**src/rat_pkg.sv**
```systemverilog
//==============================================================
// Shared constants and types for the right-channel AGC timing.
//==============================================================
package rat_pkg;

    //==========================================================
    // Register map of the control-bus page.
    //==========================================================
    localparam logic [6:0] RAT_ADDR_ATTACK = 7'h69;  // Right AGC attack time.
    localparam logic [6:0] RAT_ADDR_DECAY  = 7'h6A;  // Right AGC decay time.
    localparam logic [7:0] RAT_REG_RESET   = 8'h00;  // Both registers clear.
    localparam logic [7:0] RAT_RD_UNMAPPED = 8'h00;  // Other addresses read zero.

    //==========================================================
    // Field positions inside both timing registers.
    //==========================================================
    localparam int RAT_SEL_BIT  = 7;  // Source selection bit.
    localparam int RAT_BASE_LSB = 5;  // Baseline field, bits 6..5.
    localparam int RAT_MULT_LSB = 2;  // Multiplier field, bits 4..2.
    localparam int RAT_RSVD_LSB = 0;  // Reserved field, bits 1..0.

    // Layout of one timing register, most significant field first.
    typedef struct packed {
        logic       select;  // 1 picks this register, 0 the legacy one.
        logic [1:0] base;    // Baseline time code.
        logic [2:0] mult;    // Power-of-two multiplier exponent.
        logic [1:0] rsvd;    // Reserved, software keeps it zero.
    } rat_timing_t;

    //==========================================================
    // Baseline times in milliseconds.
    //==========================================================
    localparam logic [15:0] RAT_ATT_MS_0 = 16'h0007;  // 7 ms.
    localparam logic [15:0] RAT_ATT_MS_1 = 16'h0008;  // 8 ms.
    localparam logic [15:0] RAT_ATT_MS_2 = 16'h000A;  // 10 ms.
    localparam logic [15:0] RAT_ATT_MS_3 = 16'h000B;  // 11 ms.
    localparam logic [15:0] RAT_DEC_MS_0 = 16'h0032;  // 50 ms.
    localparam logic [15:0] RAT_DEC_MS_1 = 16'h0096;  // 150 ms.
    localparam logic [15:0] RAT_DEC_MS_2 = 16'h00FA;  // 250 ms.
    localparam logic [15:0] RAT_DEC_MS_3 = 16'h015E;  // 350 ms.

    //==========================================================
    // Decay caps in milliseconds, by decimation ratio.
    //==========================================================
    localparam logic [15:0] RAT_CAP_R1_0 = 16'h0FA0;  // 4 s.
    localparam logic [15:0] RAT_CAP_R1_5 = 16'h15E0;  // 5.6 s.
    localparam logic [15:0] RAT_CAP_R2_0 = 16'h1F40;  // 8 s.
    localparam logic [15:0] RAT_CAP_R2_5 = 16'h2580;  // 9.6 s.
    localparam logic [15:0] RAT_CAP_R3_0 = 16'h2BC0;  // 11.2 s.
    localparam logic [15:0] RAT_CAP_R4_0 = 16'h3E80;  // 16 s.
    localparam logic [15:0] RAT_CAP_R5_0 = 16'h4B00;  // 19.2 s.
    localparam logic [15:0] RAT_CAP_R5_5 = 16'h5780;  // 22.4 s.
    localparam logic [15:0] RAT_NO_CAP   = 16'hFFFF;  // Attack is never capped.

    // Decimation ratio codes hold twice the ratio, so 1.5 is code 3.
    localparam logic [3:0] RAT_RATIO_1_0 = 4'h2;
    localparam logic [3:0] RAT_RATIO_1_5 = 4'h3;
    localparam logic [3:0] RAT_RATIO_2_0 = 4'h4;
    localparam logic [3:0] RAT_RATIO_2_5 = 4'h5;
    localparam logic [3:0] RAT_RATIO_3_0 = 4'h6;
    localparam logic [3:0] RAT_RATIO_3_5 = 4'h7;
    localparam logic [3:0] RAT_RATIO_4_0 = 4'h8;
    localparam logic [3:0] RAT_RATIO_4_5 = 4'h9;
    localparam logic [3:0] RAT_RATIO_5_0 = 4'hA;

    // Attack baseline lookup.
    function automatic logic [15:0] rat_attack_base(input logic [1:0] code);
        case (code)
            2'h0:    rat_attack_base = RAT_ATT_MS_0;
            2'h1:    rat_attack_base = RAT_ATT_MS_1;
            2'h2:    rat_attack_base = RAT_ATT_MS_2;
            default: rat_attack_base = RAT_ATT_MS_3;
        endcase
    endfunction : rat_attack_base

    // Decay baseline lookup.
    function automatic logic [15:0] rat_decay_base(input logic [1:0] code);
        case (code)
            2'h0:    rat_decay_base = RAT_DEC_MS_0;
            2'h1:    rat_decay_base = RAT_DEC_MS_1;
            2'h2:    rat_decay_base = RAT_DEC_MS_2;
            default: rat_decay_base = RAT_DEC_MS_3;
        endcase
    endfunction : rat_decay_base

    // Decay cap lookup; codes below 2 take the smallest, above 11 the largest.
    function automatic logic [15:0] rat_decay_cap(input logic [3:0] ratio);
        if (ratio <= RAT_RATIO_1_0) begin
            rat_decay_cap = RAT_CAP_R1_0;
        end else if (ratio == RAT_RATIO_1_5) begin
            rat_decay_cap = RAT_CAP_R1_5;
        end else if (ratio == RAT_RATIO_2_0) begin
            rat_decay_cap = RAT_CAP_R2_0;
        end else if (ratio == RAT_RATIO_2_5) begin
            rat_decay_cap = RAT_CAP_R2_5;
        end else if (ratio <= RAT_RATIO_3_5) begin
            rat_decay_cap = RAT_CAP_R3_0;
        end else if (ratio <= RAT_RATIO_4_5) begin
            rat_decay_cap = RAT_CAP_R4_0;
        end else if (ratio == RAT_RATIO_5_0) begin
            rat_decay_cap = RAT_CAP_R5_0;
        end else begin
            rat_decay_cap = RAT_CAP_R5_5;
        end
    endfunction : rat_decay_cap

    // Baseline scaled by two to the multiplier; the largest is 44800 ms.
    function automatic logic [15:0] rat_scale(input logic [15:0] baseMs,
                                              input logic [2:0]  mult);
        rat_scale = baseMs << mult;
    endfunction : rat_scale

endpackage : rat_pkg

```
**src/rat_agc_time.sv**
```systemverilog
`timescale 1ns/1ps
`default_nettype none
//==============================================================
// Right-channel AGC timing register bank.
//==============================================================
// Operation
// Attack select 0 legacy, 1 this register.
// Attack baseline codes give 7/8/10/11 ms.
// Attack multiplier scales by two to code.
// Decay select 0 legacy, 1 this register.
// Decay baseline codes give 50/150/250/350 ms.
// Decay multiplier scales by two to code.
// Software writes zero to bits one and zero.
// Decay cap 4/5.6/8/9.6 s for low ratios.
// Decay cap 11.2/16/19.2/22.4 s higher ratios.
// Over-cap decay product uses the cap.
// Both registers reset to zero, legacy source.
module rat_agc_time (
    input  wire logic        clk,                 // 250 MHz core clock.
    input  wire logic        rst_n,               // Asynchronous reset, active low.
    input  wire logic [6:0]  regAddr,             // Register address on page 0.
    input  wire logic        regWrEn,             // Write strobe, one cycle.
    input  wire logic [7:0]  regWrData,           // Write data.
    input  wire logic        regRdEn,             // Read strobe, one cycle.
    input  wire logic [15:0] legacyAttackMs,      // Attack from the legacy register.
    input  wire logic [15:0] legacyDecayMs,       // Decay from the legacy register.
    input  wire logic [3:0]  adcDecimationRatio,  // Twice the decimation ratio.
    output logic      [7:0]  regRdData,           // Read data, valid after the strobe.
    output logic      [15:0] attackMs,            // Effective attack time.
    output logic      [15:0] decayMs,             // Effective decay time.
    output logic             attackFromProg,      // Attack uses programmed fields.
    output logic             decayFromProg        // Decay uses programmed fields.
);

    //==========================================================
    // Register storage.
    //==========================================================
    rat_pkg::rat_timing_t attackReg;       // Attack timing register.
    rat_pkg::rat_timing_t decayReg;        // Decay timing register.
    logic [15:0]          next_attackMs;   // Attack before the output flop.
    logic [15:0]          next_decayMs;    // Decay before the output flop.
    logic [15:0]          decayCapMs;      // Cap for the present ratio.
    logic [15:0]          attackBaseMs;    // Decoded attack baseline.
    logic [15:0]          decayBaseMs;     // Decoded decay baseline.

    // Attack register writes; reserved bits are stored as written.
    always_ff @(posedge clk or negedge rst_n) begin
        if (!rst_n) begin
            attackReg <= rat_pkg::RAT_REG_RESET;
        end else if (regWrEn && regAddr == rat_pkg::RAT_ADDR_ATTACK) begin
            attackReg <= regWrData;
        end
    end

    // Decay register writes.
    always_ff @(posedge clk or negedge rst_n) begin
        if (!rst_n) begin
            decayReg <= rat_pkg::RAT_REG_RESET;
        end else if (regWrEn && regAddr == rat_pkg::RAT_ADDR_DECAY) begin
            decayReg <= regWrData;
        end
    end

    //==========================================================
    // Read port.
    //==========================================================
    // Reads answer on the next edge; unmapped addresses return zero so
    // that a stray access never shows stale data from a mapped one.
    always_ff @(posedge clk or negedge rst_n) begin
        if (!rst_n) begin
            regRdData <= rat_pkg::RAT_RD_UNMAPPED;
        end else if (regRdEn) begin
            case (regAddr)
                rat_pkg::RAT_ADDR_ATTACK: begin
                    regRdData <= attackReg;
                end
                rat_pkg::RAT_ADDR_DECAY: begin
                    regRdData <= decayReg;
                end
                default: begin
                    regRdData <= rat_pkg::RAT_RD_UNMAPPED;
                end
            endcase
        end
    end

    //==========================================================
    // Time computation.
    //==========================================================
    // The decoded decay baseline and the cap are shared with the checks below.
    always_comb begin
        attackBaseMs = rat_pkg::rat_attack_base(attackReg.base);
        decayBaseMs  = rat_pkg::rat_decay_base(decayReg.base);
        decayCapMs   = rat_pkg::rat_decay_cap(adcDecimationRatio);
    end

    // Attack time; never capped.
    rat_time_calc uAttack (
        .select   (attackReg.select),
        .baseMs   (attackBaseMs),
        .mult     (attackReg.mult),
        .legacyMs (legacyAttackMs),
        .capMs    (rat_pkg::RAT_NO_CAP),
        .timeMs   (next_attackMs)
    );

    // Decay time; the cap also bounds a legacy value, since the limit
    // comes from the decimator and not from the register chosen.
    rat_time_calc uDecay (
        .select   (decayReg.select),
        .baseMs   (decayBaseMs),
        .mult     (decayReg.mult),
        .legacyMs (legacyDecayMs),
        .capMs    (decayCapMs),
        .timeMs   (next_decayMs)
    );

    // Output flops; one cycle of latency keeps the long compare off the AGC.
    always_ff @(posedge clk or negedge rst_n) begin
        if (!rst_n) begin
            attackMs       <= 16'h0000;
            decayMs        <= 16'h0000;
            attackFromProg <= 1'b0;
            decayFromProg  <= 1'b0;
        end else begin
            attackMs       <= next_attackMs;
            decayMs        <= next_decayMs;
            attackFromProg <= attackReg.select;
            decayFromProg  <= decayReg.select;
        end
    end

    //==========================================================
    // Checks.
    //==========================================================
    logic afterReset;  // Low during reset and in the first cycle after release.

    // Marks the first clocked cycle after reset.
    always_ff @(posedge clk or negedge rst_n) begin
        if (!rst_n) begin
            afterReset <= 1'b0;
        end else begin
            afterReset <= 1'b1;
        end
    end
endmodule : rat_agc_time
`default_nettype wire

```
**src/rat_time_calc.sv**
```systemverilog
`timescale 1ns/1ps
`default_nettype none
//==============================================================
// Source selection, scaling and capping for one AGC time.
//==============================================================
module rat_time_calc (
    input  wire logic        select,    // 1 uses the programmed fields.
    input  wire logic [15:0] baseMs,    // Baseline time in ms.
    input  wire logic [2:0]  mult,      // Multiplier exponent.
    input  wire logic [15:0] legacyMs,  // Time from the legacy control register.
    input  wire logic [15:0] capMs,     // Longest time allowed.
    output logic      [15:0] timeMs     // Effective time in ms.
);

    logic [15:0] rawMs;  // Time before the cap.

    // Pick the source, then clamp so the AGC never runs past its limit.
    always_comb begin
        rawMs  = select ? rat_pkg::rat_scale(baseMs, mult) : legacyMs;
        timeMs = (rawMs > capMs) ? capMs : rawMs;
    end

endmodule : rat_time_calc
`default_nettype wire
```
**config.mk**
```make
export PLATFORM = sky130hd
export DESIGN_NAME = rat_agc_time
export DESIGN_NICKNAME = d
export VERILOG_FILES = /design/src/rat_pkg.sv /design/src/rat_agc_time.sv /design/src/rat_time_calc.sv
export SDC_FILE = /design/constraint.sdc
export NUM_CORES = 1
export LEC_CHECK = 0
export BUFFER_PORTS_ARGS = -buffer_cell sky130_fd_sc_hd__buf_2
export CORE_MARGIN = 10
export CORE_UTILIZATION = 50
export DETAILED_ROUTE_END_ITERATION = 10
export PLACE_DENSITY = 0.78
export SLEW_MARGIN = 5
export SYNTH_ARGS = -nofsm -noshare
export SYNTH_HDL_FRONTEND = slang
export SYNTH_SLANG_ARGS = --single-unit
```
**constraint.sdc**
```tcl
create_clock -name clk -period 3.1 [get_ports clk]
set_input_delay 0.31 -clock clk [delete_from_list [all_inputs] [get_ports clk]]
set_output_delay 0.31 -clock clk [all_outputs]
set_load 0.01 [all_outputs]
```
==> flow_summary.json <==
{
  "crit_type": "flop to flop",
  "drt_pass1_iterations": 5,
  "number_of_nets_in_the_layout": 500,
  "post_synth_instance_area_um2": 3250,
  "pin_count_of_the_biggest_net_entering_global_routing": 48,
  "dpl_wire_length_um": 6370,
  "worst_skew_pair.late_latency_ps": 340,
  "maxSlewHeadroom": 0.303,
  "post_route_cells_drive_above_1_share": 0.378,
  "postSynth.asyncResetShare": 1.00,
  "synth-seq-area-share": 0.447,
  "post-route-drc-count": 0,
  "layout.cells.most_common": "buf_2",
  "floorplan_die_area_um2": 10100,
  "track_usage": 0.168,
  "postRouteWirelength_um": 8420,
  "total_i_o_pin_count": 97,
  "coreArea_um2": 6310,
  "violation_count_after_the_first_detailed_route_iteration": 132,
  "routabilityCongestion": 0.910,
  "final_design_area_no_fill_um2": 4130,
  "worst_setup_hold_path_clk_slew_ps": 70,
  "tns_ps": 0,
  "tritoncts": "done",
  "placed_cells": 491,
  "synthDistinctLibCells": 47,
  "initial_antenna_violation_count": 0,
  "synth.avg_cell_area_um2": 10.0,
  "first_pass_grt_wire_length_um": 13900,
  "timing.critical_path.from_type": "flop",
  "grt_setup_unrepaired": "true",
  "ys_warn_count": 0,
  "critPathMaxFanout": 9,
  "setup_viol_count_final": 0,
  "htree_levels": 3,
  "synth_flop_cell": "dfrtp_1",
  "arrival_ps": 3290,
  "clock-skew-final_ps": 6.28,
  "num_rows": 29,
  "period_minus_slack_ps": 3100,
  "finalMaxSlewViolations": 0,
  "hold_path.class": "primary input to asynchronous set/reset pin",
  "cts.sinks": 58,
  "end_kind": "flop",
  "mostFrequentLayoutCells": "96 x buf_2, 57 x dfrtp_1, 35 x nor2_1",
  "power_leakage_nw": 2.07,
  "timing.critical_path.slowest_stage_cell": "dfrtp_2",
  "finish.cell_count_without_fillers": 511,
  "place_area_um2": 3850,
  "cts-hold-fix-buffers": 0,
  "critical-path-top-delay-family": "simple AND/OR/NAND/NOR gates",
  "cts_root_buffer": "clkbuf_8",
  "status": "finished clean",
  "cp_cell_sequence": "ha_2 > nor4b_2 > a211oi_1 > a21oi_1 > a21o_1 > inv_1 > ha_1 > nand4_1 > a211oi_2 > nor4b_4 > buf_4 > a21oi_4 > buf_12 > mux2i_1",
  "cts.path.max_buffers": 2,
  "period_share": 1.00,
  "first_global_vias": 2842,
  "die-height_um": 101,
  "number_of_standard_cells_after_synthesis": 323,
  "nets_in_the_synthesized_netlist": 393,
  "ir_drop_v": 0.000283,
  "crit_path_max_incr_delay_ps": 440,
  "timing_worst_slew_pin_value_ps": 1050,
  "vias_per_cell": 5.36,
  "max_freq_ghz": 0.323,
  "die_w_um": 101,
  "grt_remaining_overflow": 0,
  "numCtsBuffers": 9,
  "cp.required_ps": 3290,
  "floorplan.initialDensity": 0.514,
  "num_antenna_cells": 0,
  "final_core_util": 0.655,
  "max_cap_violations": 0,
  "finalHoldViolations": 0,
  "final_antenna_net_count": 0,
  "total_power_mw": 2.03,
  "detailroute.via_count": 2741,
  "critical_path_buf_inv_count": 3,
  "synth-edff-count": 0,
  "wl_per_cell_um": 16.5,
  "ys_ff_latch": 58,
  "area_growth_syn_to_layout_pct": 27.4,
  "power_density_nw_per_um2": 492,
  "place.port_buffers": 96
}
==> report_power, final <==
| group | internal [mW] | switching, mW |
|---|---|---|
| combinational | 0.203 | 0.234 |
| sequential | 0.820 | 0.0498 |
| clock | 0.432 | 0.295 |
| total | 1.45 | 0.578 |
==> area by class of cell <==
cell class	count	area [um2]
clock buffer	13	169
clock inverter	2	35.0
fill	496	2180
inverter	21	78.8
multi-input combinational	225	1660
sequential	58	1450
tap	77	96.3
timing repair buffer	115	639
==> synth_stat cells, types with 3 or more instances <==
cell type,instances,area (um2)
buf_1,4,15.0
mux2_2,17,191
nand4_1,3,18.8
nand3_1,4,20.0
mux2i_1,16,160
a21oi_1,24,120
nor3b_2,5,62.6
clkbuf_1,12,45.0
o21ai_0,11,55.1
nand2_1,13,48.8
a2bb2oi_1,4,35.0
nor3b_1,3,22.5
nor2_1,35,131
a22oi_1,13,97.6
nand3b_1,5,37.5
a21o_1,7,52.6
inv_1,20,75.1
dfrtp_1,58,1450
nand2b_1,5,31.3
a32oi_1,3,26.3
ha_1,15,188
nor2b_1,12,75.1
==> per-layer routing <==
layer | vias to the layer above | part of all wire | global-route usage
met5 | - | 0 | 0
li1 | 1348 | - | -
met1 | 1287 | 0.42 | 0.202
met2 | 89 | 0.49 | 0.276
met3 | 17 | 0.062 | 0.0473
met4 | 0 | 0.021 | 0.0707
==> flip-flops by register name, indices dropped and copies added (netlist names) <==
register	count
decayReg	8
attackFromProg	1
decayFromProg	1
attackMs	16
regRdData	8
decayMs	16
attackReg	8
==> logic make-up (layout without fill, tap and decap cells) <==
logic type	after synthesis	in the layout	synth area share
mux	34	34	0.115
buf+inv	40	151	0.0493
flops	58	58	0.447
fa+ha+maj	15	15	0.0578
xor+xnor	1	1	0.00270
other cells	1	1	0.00116
compound gates	77	77	0.157
simple gates	97	97	0.170
==> through the flow <==
step | hold WS, ps | worst slack, ps
6_report | 158 | 0.439
5_1_grt | 202 | -198
4_1_cts | 185 | 40.8
3_5_place_dp | 502 | -239
3_3_place_gp | 491 | -58.1
2_1_floorplan | 14.4 | 212
==> repair_timing <==
action                     4_1_cts  5_1_grt
pin swaps                        2        3
setup endpoints to repair       13       15
setup buffers                    3        2
hold endpoints to repair         0        0
gates resized for setup          1        6
==> worst paths after layout <==
| path | start | to | slack [ps] | cells after the start |
|---|---|---|---|---|
| worst max-delay path | decayReg[6]$_DFFE_PN0P_ | decayMs[14]$_DFF_PN0_ | 0.4 | 14 |
| worst min-delay path | rst_n | decayReg[1]$_DFFE_PN0P_ | 160 | 1 |
| worst max register to register | decayReg[6]$_DFFE_PN0P_ | decayMs[14]$_DFF_PN0_ | 0.4 | 14 |
| worst min register to register | attackReg[0]$_DFFE_PN0P_ | attackReg[0]$_DFFE_PN0P_ | 510 | 1 |
| max in group asynchronous | rst_n | attackMs[15]$_DFF_PN0_ | 2180 | 2 |
| min in group clk | legacyAttackMs[14] | attackMs[14]$_DFF_PN0_ | 200 | 2 |
Power figures use the tool's default switching activity.
